File: src/core/vwin_params.svh
// register offsets, field positions and reset values for the video window block
`ifndef VWIN_PARAMS_SVH
`define VWIN_PARAMS_SVH
`define OFS_LEFT_REGION_SIZE 12'h000
`define OFS_WINDOW_WIDTH 12'h004
`define OFS_VIDEO_SOURCE_SIZE 12'h008
`define OFS_HORIZONTAL_OVERFLOW 12'h00c
`define OFS_VERTICAL_START 12'h010
`define OFS_VERTICAL_END 12'h014
`define OFS_VERTICAL_OVERFLOW 12'h018
`define OFS_BUFFER_ONE_LOW 12'h01c
`define OFS_BUFFER_ONE_MID 12'h020
`define OFS_BUFFER_ONE_HIGH 12'h024
`define OFS_LINE_OFFSET_LOW 12'h028
`define OFS_WINDOW_CONTROL 12'h02c
`define OFS_ADJUST_BITS 12'h030
`define OFS_SWITCH_CONTROL 12'h034
`define OFS_BUFFER_TWO_HIGH 12'h038
`define OFS_BUFFER_TWO_LOW 12'h03c
`define OFS_BUFFER_TWO_MID 12'h040
`define OFS_STATUS 12'h044
`define BIT_MASTER_ENABLE 0
`define BIT_OCCLUSION 7
`define BIT_LINE_OFFSET_HI 5
`define POS_SWITCH_MODE 3
`define REG_RESET 8'h00
`endif

File: src/core/vwin_pkg.sv
// types shared by the video window fetch block
package vwin_pkg;
  typedef enum logic [1:0] {
    BPP_8 = 2'b00,
    BPP_16 = 2'b01,
    BPP_24 = 2'b10,
    BPP_32 = 2'b11
  } bpp_type;
  typedef enum logic [1:0] {
    REGION_LEFT = 2'b00,
    REGION_WINDOW = 2'b01,
    REGION_RIGHT = 2'b10
  } region_type;
  typedef enum logic [1:0] {
    SWITCH_FIXED_ONE = 2'b00,
    SWITCH_FIXED_TWO = 2'b01,
    SWITCH_AUTO_VREF = 2'b10,
    SWITCH_ON_BLIT = 2'b11
  } switch_type;
endpackage

File: src/core/video_window_overlay_fetch.sv
// video window overlay: region timing, buffer select and video fetch addressing
`timescale 1ns/1ps
`default_nettype none
`include "vwin_params.svh"
module video_window_overlay_fetch (
  // clock and reset
  input wire logic clk,
  input wire logic rst_n,
  // apb slave
  input wire logic psel,
  input wire logic penable,
  input wire logic pwrite,
  input wire logic [11:0] paddr,
  input wire logic [31:0] pwdata,
  output logic [31:0] prdata,
  output logic pready,
  output logic pslverr,
  // display timing from the refresh pipeline
  input wire logic vsync,
  input wire logic line_start,
  input wire logic [9:0] scanline,
  input wire logic dword_strobe,
  input wire vwin_pkg::bpp_type graphics_bpp,
  input wire logic interlaced,
  input wire logic blit_done,
  // fetch and pixel select outputs
  output logic graphics_fetch,
  output logic video_fetch,
  output logic [21:0] video_addr,
  output logic show_video,
  output logic [5:0] window_pixel_adjust,
  output logic display_buffer
);
  import vwin_pkg::*;

  logic [7:0] left_region_size_reg, window_width_reg, video_source_size_reg;
  logic [7:0] horizontal_overflow_reg, vertical_start_reg, vertical_end_reg;
  logic [7:0] vertical_overflow_reg, buffer_one_addr_low, buffer_one_addr_mid;
  logic [7:0] buffer_one_addr_high, line_offset_low, video_window_control;
  logic [7:0] window_adjust_bits, buffer_switch_control;
  logic [7:0] buffer_two_addr_high, buffer_two_addr_low, buffer_two_addr_mid;
  logic [2:0] vsync_sync, blit_sync, line_start_sync;
  logic [9:0] line_sync1, line_sync2;
  logic [1:0] strobe_sync;
  logic enable_active, swap_pending, odd_field, in_lines, next_display_buffer;
  region_type region;
  logic [10:0] dword_count, video_count;
  logic [21:0] line_base;
  logic [9:0] left_region_dwords, window_width_dwords, video_source_dword_count;
  logic [9:0] window_vertical_start, window_vertical_end;
  logic [1:0] left_region_byte_adjust, window_width_byte_adjust;
  logic [11:0] video_line_offset;
  logic [21:0] video_buffer_one_start, video_buffer_two_start;
  logic access, vsync_rise, line_pulse, strobe_pulse, blit_pulse;

  // apb write and read
  assign access = psel && penable;
  assign pready = 1'b1;
  assign pslverr = 1'b0;
  always_ff @(posedge clk) begin
    if (!rst_n) begin
      left_region_size_reg <= `REG_RESET;
      window_width_reg <= `REG_RESET;
      video_source_size_reg <= `REG_RESET;
      horizontal_overflow_reg <= `REG_RESET;
      vertical_start_reg <= `REG_RESET;
      vertical_end_reg <= `REG_RESET;
      vertical_overflow_reg <= `REG_RESET;
      buffer_one_addr_low <= `REG_RESET;
      buffer_one_addr_mid <= `REG_RESET;
      buffer_one_addr_high <= `REG_RESET;
      line_offset_low <= `REG_RESET;
      video_window_control <= `REG_RESET;
      window_adjust_bits <= `REG_RESET;
      buffer_switch_control <= `REG_RESET;
      buffer_two_addr_high <= `REG_RESET;
      buffer_two_addr_low <= `REG_RESET;
      buffer_two_addr_mid <= `REG_RESET;
    end else if (access && pwrite) begin
      unique case (paddr)
        `OFS_LEFT_REGION_SIZE: left_region_size_reg <= pwdata[7:0];
        `OFS_WINDOW_WIDTH: window_width_reg <= pwdata[7:0];
        `OFS_VIDEO_SOURCE_SIZE: video_source_size_reg <= pwdata[7:0];
        `OFS_HORIZONTAL_OVERFLOW: horizontal_overflow_reg <= pwdata[7:0];
        `OFS_VERTICAL_START: vertical_start_reg <= pwdata[7:0];
        `OFS_VERTICAL_END: vertical_end_reg <= pwdata[7:0];
        `OFS_VERTICAL_OVERFLOW: vertical_overflow_reg <= pwdata[7:0];
        `OFS_BUFFER_ONE_LOW: buffer_one_addr_low <= pwdata[7:0];
        `OFS_BUFFER_ONE_MID: buffer_one_addr_mid <= pwdata[7:0];
        `OFS_BUFFER_ONE_HIGH: buffer_one_addr_high <= pwdata[7:0];
        `OFS_LINE_OFFSET_LOW: line_offset_low <= pwdata[7:0];
        `OFS_WINDOW_CONTROL: video_window_control <= pwdata[7:0];
        `OFS_ADJUST_BITS: window_adjust_bits <= pwdata[7:0];
        `OFS_SWITCH_CONTROL: buffer_switch_control <= pwdata[7:0];
        `OFS_BUFFER_TWO_HIGH: buffer_two_addr_high <= pwdata[7:0];
        `OFS_BUFFER_TWO_LOW: buffer_two_addr_low <= pwdata[7:0];
        `OFS_BUFFER_TWO_MID: buffer_two_addr_mid <= pwdata[7:0];
        default: ;
      endcase
    end
  end

  always_comb begin
    prdata = 32'h0000_0000;
    unique case (paddr)
      `OFS_LEFT_REGION_SIZE: prdata[7:0] = left_region_size_reg;
      `OFS_WINDOW_WIDTH: prdata[7:0] = window_width_reg;
      `OFS_VIDEO_SOURCE_SIZE: prdata[7:0] = video_source_size_reg;
      `OFS_HORIZONTAL_OVERFLOW: prdata[7:0] = horizontal_overflow_reg;
      `OFS_VERTICAL_START: prdata[7:0] = vertical_start_reg;
      `OFS_VERTICAL_END: prdata[7:0] = vertical_end_reg;
      `OFS_VERTICAL_OVERFLOW: prdata[7:0] = vertical_overflow_reg;
      `OFS_BUFFER_ONE_LOW: prdata[7:0] = buffer_one_addr_low;
      `OFS_BUFFER_ONE_MID: prdata[7:0] = buffer_one_addr_mid;
      `OFS_BUFFER_ONE_HIGH: prdata[7:0] = buffer_one_addr_high;
      `OFS_LINE_OFFSET_LOW: prdata[7:0] = line_offset_low;
      `OFS_WINDOW_CONTROL: prdata[7:0] = video_window_control;
      `OFS_ADJUST_BITS: prdata[7:0] = window_adjust_bits;
      `OFS_SWITCH_CONTROL: prdata[7:0] = buffer_switch_control;
      `OFS_BUFFER_TWO_HIGH: prdata[7:0] = buffer_two_addr_high;
      `OFS_BUFFER_TWO_LOW: prdata[7:0] = buffer_two_addr_low;
      `OFS_BUFFER_TWO_MID: prdata[7:0] = buffer_two_addr_mid;
      `OFS_STATUS: prdata[3:0] = {in_lines, region == REGION_WINDOW,
                                  display_buffer, enable_active};
      default: ;
    endcase
  end

  // field assembly from loose register bits
  assign left_region_dwords = {horizontal_overflow_reg[1:0], left_region_size_reg};
  assign window_width_dwords = {horizontal_overflow_reg[3:2], window_width_reg};
  assign video_source_dword_count = {horizontal_overflow_reg[5:4], video_source_size_reg};
  assign window_vertical_start = {vertical_overflow_reg[1:0], vertical_start_reg};
  assign window_vertical_end = {vertical_overflow_reg[3:2], vertical_end_reg};
  // no sub-dword adjust at 24 bpp, pixels straddle dwords
  assign left_region_byte_adjust = (graphics_bpp == BPP_24) ? 2'b00 :
                                   window_adjust_bits[1:0];
  assign window_width_byte_adjust = (graphics_bpp == BPP_24) ? 2'b00 :
                                    window_adjust_bits[5:4];
  assign video_buffer_one_start = {buffer_one_addr_high[3:0], buffer_one_addr_mid,
                                   buffer_one_addr_low, window_adjust_bits[3:2]};
  assign video_buffer_two_start = {buffer_two_addr_high[3:0], buffer_two_addr_mid,
                                   buffer_two_addr_low, window_adjust_bits[3:2]};
  assign video_line_offset = {buffer_one_addr_high[`BIT_LINE_OFFSET_HI],
                              line_offset_low, 3'b000};

  // pin synchronisers; first stage read only by the second
  always_ff @(posedge clk) begin
    if (!rst_n) begin
      vsync_sync <= 3'b000;
      blit_sync <= 3'b000;
      line_start_sync <= 3'b000;
      strobe_sync <= 2'b00;
      line_sync1 <= 10'h000;
      line_sync2 <= 10'h000;
    end else begin
      vsync_sync <= {vsync_sync[1:0], vsync};
      blit_sync <= {blit_sync[1:0], blit_done};
      line_start_sync <= {line_start_sync[1:0], line_start};
      strobe_sync <= {strobe_sync[0], dword_strobe};
      line_sync1 <= scanline;
      line_sync2 <= line_sync1;
    end
  end
  assign vsync_rise = vsync_sync[1] && !vsync_sync[2];
  assign blit_pulse = blit_sync[1] && !blit_sync[2];
  // line_start may stand several cycles; a level would step the pitch twice
  assign line_pulse = line_start_sync[1] && !line_start_sync[2];
  assign strobe_pulse = strobe_sync[1];

  // master enable applied at vsync leading edge only
  always_ff @(posedge clk) begin
    if (!rst_n) enable_active <= 1'b0;
    else if (vsync_rise) enable_active <= video_window_control[`BIT_MASTER_ENABLE];
  end

  // buffer for this refresh, shared by the latch and the same-edge address load
  always_comb begin
    next_display_buffer = display_buffer;
    unique case (switch_type'(buffer_switch_control[`POS_SWITCH_MODE+1:`POS_SWITCH_MODE]))
      SWITCH_FIXED_ONE: next_display_buffer = 1'b0;
      SWITCH_FIXED_TWO: next_display_buffer = 1'b1;
      default: if (swap_pending) next_display_buffer = !display_buffer;
    endcase
  end

  // buffer switch triggers, latched at window top
  always_ff @(posedge clk) begin
    if (!rst_n) begin
      swap_pending <= 1'b0;
      odd_field <= 1'b0;
      display_buffer <= 1'b0;
    end else begin
      if (vsync_rise) odd_field <= !odd_field;
      unique case (switch_type'(buffer_switch_control[`POS_SWITCH_MODE+1:`POS_SWITCH_MODE]))
        SWITCH_AUTO_VREF:
          if (vsync_rise && (!interlaced || odd_field)) swap_pending <= 1'b1;
        SWITCH_ON_BLIT:
          if (blit_pulse) swap_pending <= 1'b1;
        default: swap_pending <= 1'b0;
      endcase
      if (line_pulse && line_sync2 == window_vertical_start) begin
        display_buffer <= next_display_buffer;
        // a trigger landing on the latch edge still counts next refresh
        if (!(vsync_rise || blit_pulse)) swap_pending <= 1'b0;
      end
    end
  end

  // vertical extent, inclusive on both ends
  assign in_lines = enable_active && line_sync2 >= window_vertical_start &&
                    line_sync2 <= window_vertical_end;

  // horizontal region counting in graphics dwords
  always_ff @(posedge clk) begin
    if (!rst_n) begin
      region <= REGION_LEFT;
      dword_count <= 11'h000;
    end else if (line_pulse) begin
      region <= (left_region_dwords == 10'h000) ? REGION_WINDOW : REGION_LEFT;
      dword_count <= 11'h000;
    end else if (strobe_pulse) begin
      unique case (region)
        REGION_LEFT:
          if (dword_count + 11'h001 >= {1'b0, left_region_dwords}) begin
            region <= REGION_WINDOW;
            dword_count <= 11'h000;
          end else dword_count <= dword_count + 11'h001;
        REGION_WINDOW:
          if (dword_count + 11'h001 >= {1'b0, window_width_dwords}) begin
            region <= REGION_RIGHT;
            dword_count <= 11'h000;
          end else dword_count <= dword_count + 11'h001;
        REGION_RIGHT: dword_count <= dword_count;
        default: region <= REGION_LEFT;
      endcase
    end
  end

  // adjust bytes as pixels past the boundary: (adjust*8)/bpp
  function automatic logic [5:0] adjust_pixels(input logic [1:0] adj, input bpp_type bpp);
    unique case (bpp)
      BPP_8: adjust_pixels = {4'h0, adj};
      BPP_16: adjust_pixels = {5'h00, adj[1]};
      default: adjust_pixels = 6'h00;
    endcase
  endfunction

  assign show_video = in_lines && region == REGION_WINDOW;
  // occlusion off: graphics under the window skipped to save bandwidth
  assign graphics_fetch = strobe_pulse && !(show_video &&
                          !video_window_control[`BIT_OCCLUSION]);
  assign window_pixel_adjust = (region == REGION_LEFT) ?
      adjust_pixels(left_region_byte_adjust, graphics_bpp) :
      adjust_pixels(window_width_byte_adjust, graphics_bpp);

  // video fetch address, stepped by pitch per window line
  always_ff @(posedge clk) begin
    if (!rst_n) begin
      line_base <= 22'h000000;
      video_addr <= 22'h000000;
      video_count <= 11'h000;
      video_fetch <= 1'b0;
    end else begin
      video_fetch <= 1'b0;
      if (line_pulse) begin
        if (line_sync2 == window_vertical_start) begin
          line_base <= next_display_buffer ? video_buffer_two_start : video_buffer_one_start;
          video_addr <= next_display_buffer ? video_buffer_two_start : video_buffer_one_start;
        end else if (in_lines) begin
          line_base <= line_base + {10'h000, video_line_offset};
          video_addr <= line_base + {10'h000, video_line_offset};
        end
        video_count <= 11'h000;
      end else if (show_video && video_count < {1'b0, video_source_dword_count}) begin
        video_fetch <= 1'b1;
        video_count <= video_count + 11'h001;
        if (video_fetch) video_addr <= video_addr + 22'h000004;
      end
    end
  end

  a_enable_at_vsync: assert property (@(posedge clk) disable iff (!rst_n)
    !vsync_rise |=> $stable(enable_active))
    else $error("enable changed outside vsync edge");
  a_video_inside_lines: assert property (@(posedge clk) disable iff (!rst_n)
    show_video |-> line_sync2 >= window_vertical_start && line_sync2 <= window_vertical_end)
    else $error("video shown outside window lines");
  a_no_gfx_under: assert property (@(posedge clk) disable iff (!rst_n)
    show_video && !video_window_control[`BIT_OCCLUSION] |-> !graphics_fetch)
    else $error("graphics fetched under window");
  a_zero_left_region: assert property (@(posedge clk) disable iff (!rst_n)
    line_pulse && left_region_dwords == 10'h000 |=> region == REGION_WINDOW)
    else $error("zero left region not at edge");
  a_adjust_24bpp: assert property (@(posedge clk) disable iff (!rst_n)
    graphics_bpp == BPP_24 |-> window_pixel_adjust == 6'h00)
    else $error("byte adjust used at 24 bpp");
  a_pitch_step: assert property (@(posedge clk) disable iff (!rst_n)
    line_pulse && in_lines && line_sync2 != window_vertical_start |=>
    line_base == $past(line_base) + {10'h000, video_line_offset})
    else $error("line base not stepped by pitch");
  a_offset_low_zero: assert property (@(posedge clk) disable iff (!rst_n)
    video_line_offset[2:0] == 3'b000)
    else $error("line offset low bits set");
  a_fixed_buffer: assert property (@(posedge clk) disable iff (!rst_n)
    line_pulse && line_sync2 == window_vertical_start &&
    buffer_switch_control[4:3] == 2'b01 |=> display_buffer)
    else $error("fixed buffer two not selected");
  a_fetch_count: assert property (@(posedge clk) disable iff (!rst_n)
    video_fetch |-> video_count <= {1'b0, video_source_dword_count})
    else $error("too many video dwords fetched");
  c_window_shown: cover property (@(posedge clk) show_video);
  c_buffer_swap: cover property (@(posedge clk) $changed(display_buffer));
  c_video_fetch: cover property (@(posedge clk) video_fetch);
endmodule
`default_nettype wire

File: config.mk
export PLATFORM = sky130hd
export DESIGN_NAME = video_window_overlay_fetch
export DESIGN_NICKNAME = d
export VERILOG_FILES = /design/src/core/vwin_pkg.sv /design/src/core/video_window_overlay_fetch.sv
export VERILOG_INCLUDE_DIRS = /design/src /design/src/core
export SDC_FILE = /design/constraint.sdc
export NUM_CORES = 1
export LEC_CHECK = 0
export BUFFER_PORTS_ARGS = -buffer_cell sky130_fd_sc_hd__buf_2
export CELL_PAD_IN_SITES_DETAIL_PLACEMENT = 1
export CELL_PAD_IN_SITES_GLOBAL_PLACEMENT = 1
export CORE_MARGIN = 2
export CORE_UTILIZATION = 48
export CTS_CLUSTER_DIAMETER = 30
export DETAILED_ROUTE_END_ITERATION = 8
export GPL_TIMING_DRIVEN = 0
export PLACE_DENSITY = 0.87
export SLEW_MARGIN = 10
export SYNTH_ARGS = -nofsm -noshare
export SYNTH_HDL_FRONTEND = slang
export SYNTH_SLANG_ARGS = --single-unit
File: constraint.sdc
create_clock -name clk -period 6.9 [get_ports clk]
set_input_delay 0.69 -clock clk [delete_from_list [all_inputs] [get_ports clk]]
set_output_delay 0.69 -clock clk [all_outputs]
set_load 0.03 [all_outputs]
Yosys cells after proc, flatten, opt, wreduce, memory -nomap -nowiden
Cells that the tools add are included.
Storage, ports and cells
  bits in registers: 240
  input port bits: 66
  output and inout port bits: 66
  logic and storage cells: 157
Operators by class
  add/subtract/negate cells: 4
  magnitude comparators: 5
  eq/ne operators: 29
  mux-type cells: 30
  bitwise logic cells: 1
  reduce and logical (&&, ||, !) cells: 55
Operators by type and width (count)
  $mux W22: 6
  $eq A12 B6 Y1 const B: 8
  $pmux W4 S18: 1
  $pmux W4 S17: 1
  $eq A12 B5 Y1 const B: 4
  $reduce_and A2 Y1: 19
  $eq A12 B4 Y1 const B: 2
  $eq A12 B7 Y1 const B: 2
  $add A11 B1 Y11 const B: 2
  $add A22 B12 Y22: 1
  $add A22 B3 Y22 const B: 1
  $ge A11 B10 Y1: 2
  $mux W11: 2
  $pmux W11 S2: 1
  $logic_and A1 B1 Y1: 13
  $eq A12 B3 Y1 const B: 1
  $logic_not A12 Y1: 1
  $mux W2: 6
  $lt A11 B10 Y1: 1
  $eq A10 B10 Y1: 1
  $ge A10 B10 Y1: 1
  $le A10 B10 Y1: 1
  $logic_not A10 Y1: 1
  $reduce_bool A2 Y1: 5
  other kinds (17): 41

Logic depth before layout (Yosys ltp)
  depth after elaboration: 7
  mapped depth: 14
  mapped depth without buffers: 14

Least setup slack after synthesis
Ideal clock, no wire load.
  path kind: input to output
  start point: input paddr[11]
  end point: output prdata[5]
  arrival time: 2.355 ns
  data required time: 6.210 ns
  setup slack: 3.855 ns
  stages on the path: 7
  buffers on the path: 0
  cell sequence: nor4_2 > and3_1 > nand3b_1 > nor2_1 > a22oi_1 > and4_1 > nand4_1
Between the ends
  longest elaborated chain between the ends: 2
  elaborated cells between the ends (all ways): 18
  classes of those cells: 16 x eq/ne; 1 x mux; 1 x reduce/logical
RTL lines
  from (decl): line video_window_overlay_fetch.sv:13  | input wire logic [11:0] paddr,
  $eq A12 B7 Y1, or another cell as far along: line video_window_overlay_fetch.sv:105  | unique case (paddr)
  $pmux W4 S17 *: line video_window_overlay_fetch.sv:105
  to (decl): line video_window_overlay_fetch.sv:15  | output logic [31:0] prdata,
Every way passes the cells marked *; elsewhere a longest branch is shown, timed or not.

Worst setup path after layout
Ends and elaborated chain as after synthesis.

==> results_dict.tcl <==
set metrics [dict create \
    place_worst_setup_slack_ns 3.09 \
    cts.path.max_buffers 3 \
    asyncSetResetFlopFracSynth 0 \
    netlist-cell-type-count 84 \
    route.detailed.vias_per_inst 6.31 \
    die_area_um2 28100 \
    placement.io_buffers 67 \
    ant_nets 0 \
    p_leak_nw 6.06 \
    routed_wirelength_mm 53.8 \
    seq_area_frac_synth 0.374 \
    post_route_cells_drive_above_1_share 0.160 \
    drt_first_iter_violations 1433 \
    cts_buffers 60 \
    timing.critical_path.fanout_max 8 \
    num_vias 13400 \
    layout.cells.non_filler 2125 \
    post-route-drc-count 0 \
    grt_first_pass_wirelength_mm 81.9 \
    post_cts_hold_buffer_count 0 \
    placed_cells 2012 \
    netlist_top_cells_count "nand2_1, dfxtp_1, a21oi_1" \
    slowest_delay_ns 0.57 \
    crit_required_ns 6.21 \
    power-per-cell-area_nw_per_um2 287 \
    ffs_latches_synth 240 \
    yosys.area.top_type "dfxtp_1" \
    firstDrtPassIters 6 \
    insertion_delay_ns 0.59 \
    route.detailed.wl_per_inst_um 25.3 \
    run_status "finished clean" \
    postSynth.topFlopCell "dfxtp_1" \
    worst_pin_slew_ns 1.06 \
    hold_viol_final 0 \
    max_freq_ghz 0.249 \
    crit_path_cell_trace "buf_2 > nor4_2 > and3_1 > nand3b_1 > nor3_2 > a222oi_1 > and4_1 > nand4_1 > buf_2" \
    die_h_um 168 \
    final_min_period_over_clock_period 0.582 \
    worst_ep_arrival_time_ns 3.33 \
    ctsHtreeMaxLevel 2 \
    setup.worst_path.end_class "output pin" \
    synth-compound-area-share 0.189 \
    place.detailed.hpwl_mm 36.7 \
    cap_viol_max_count 0 \
    cell_area_placed_um2 13700 \
    rsz0062_at_grt "false" \
    clock_tree_skew_after_final_layout_ns 0.0189 \
    synth_xor_area_frac 0.0225 \
    antenna-diode-count 0 \
    synth_top_area_share 0.374 \
    post_cts.repair.setup_buffers 0 \
    finalSetupViolations 0 \
    fillCellCount 3151 \
    sinks_on_the_clock_net 240 \
    min_path_type "input pin to flop" \
    number_of_pins_exceeding_their_max_slew_limit_in_the_final_report 0 \
    min_tclk_post_route_ns 4.02 \
    grt_antenna_before_repair 0 \
    crit_path_top_delay_cell "nor3_2" \
    clkTransAtPathRegs_ns 0.05 \
    worst_path_most_repeated_cell "buf_2" \
    setup-tns-final_ns 0 \
    synthToLayoutAreaGrowth_pct 23.0 \
    vdd_drop_max_uv 211 \
    final.hold.worst_slack_ns 0.310 \
    setup.worst_path.start_class "input pin" \
    synth_cells 1582 \
    nets 1867 \
    synth_fa_ha_area_frac 0.0610 \
    largestRegisters "line_base x22, video_addr x22" \
    worstSetupPathType "input pin to output pin" \
    synth.top_cells.by_area "dfxtp_1, nand2_1, a21oi_1, ha_1, mux2i_1" \
    std_cell_rows 59 \
    synthesis.yosys.warnings 0 \
    synthesized_area_um2 12800 \
    initial_core_util 0.492 \
    grt_usage 0.376 \
    congestion_overflow_gr 0 \
    final.setup.worst_slack_ns 2.88 \
    ioPinCount 132 \
    yosys.cell_count.top_type "nand2_1" \
    placeableCoreArea_um2 26100 \
    grt_max_degree 17 \
    place_congestion 1.03 \
    synth_top_family_by_area "simple AND/OR/NAND/NOR gates" \
    chipWidth_um 168 \
    final_area_um2 15800 \
    cts_root_buffer "clkbuf_16" \
    post_cts_resized 0 \
    synth_area_per_cell_um2 8.12 \
    cts_tree "built" \
    number_of_global_route_vias_before_repair 13900 \
    max_slew_margin 0.294 \
    synth.area.mux_share 0.0570 \
    synth-edff-count 0 \
    basic_gate_share_of_the_synthesized_area_counting_and_or_nand_and_nor_cells 0.229 \
]
==> placed cells by master, fill, tap and decap left out, types with 46 or more instances in the layout <==
cell type and n:
nand2_1 296, dfxtp_1 240, a21oi_1 156, nor2_1 117
buf_2 83, clkbuf_1 65, mux2i_1 63, ha_1 61
inv_1 60, clkbuf_16 60, o21ai_0 50, and2_1 46
==> logic make-up after synthesis <==
kind of cell / Yosys count
buffers and inverters: 181
adder cells (fa/ha/maj): 62
AO/OA/AOI/OAI: 364
multiplexers: 70
flip-flops: 240
other: 2
AND/OR/NAND/NOR: 630
XOR/XNOR: 33
==> final timing paths <==
kind / startpoint / endpoint / slack [ns] / depth (start not counted)
setup reg to reg: dword_count[2] / dword_count[0] / 3.10 / 11
hold / removal: scanline[9] / line_sync1[9] / 0.31 / 2
setup / recovery: paddr[11] / prdata[5] / 2.88 / 9
hold reg to reg: line_sync1[9] / line_sync2[9] / 0.43 / 1
==> per-layer routing <==
layer / track usage / wire [um] / vias up
li1: - / - / 5835
met1: 0.462 / 20700 / 6585
met2: 0.627 / 24900 / 760
met3: 0.0695 / 4940 / 231
met4: 0.202 / 3260 / 0
met5: 0 / 0 / -
==> through the flow <==
| step | util | power (mW) |
|---|---|---|
| 2_1_floorplan | - | 1.57 |
| 3_3_place_gp | 0.524 | 1.64 |
| 3_5_place_dp | 0.524 | 1.65 |
| 4_1_cts | 0.604 | 4.53 |
| 5_1_grt | 0.604 | 4.62 |
| 6_report | 0.604 | 4.54 |
==> where the power goes <==
group	internal, mW	switching (mW)	leakage (nW)
Sequential	1.40	0.00648	1.94
Clock	1.91	0.993	0.978
Combinational	0.0584	0.169	3.14
==> critical path: cells and delay by family <==
kind	cells	cell delay, ns
AO/OA/AOI/OAI	1	0.30
buffers and inverters	2	0.34
AND/OR/NAND/NOR	6	2.00
==> layout make-up <==
type	count	area, um2	share of cell area
plain buffers	120	633	0.0401
flip-flops and latches	240	4800	0.304
repair buffers	67	335	0.0212
well taps	335	419	0.0265
clock buffers	67	1570	0.0992
clock inverters	46	524	0.0332
multi-input cells	1189	7280	0.461
inverters	61	229	0.0145
Note: power is estimated with default switching activity, not from simulation.
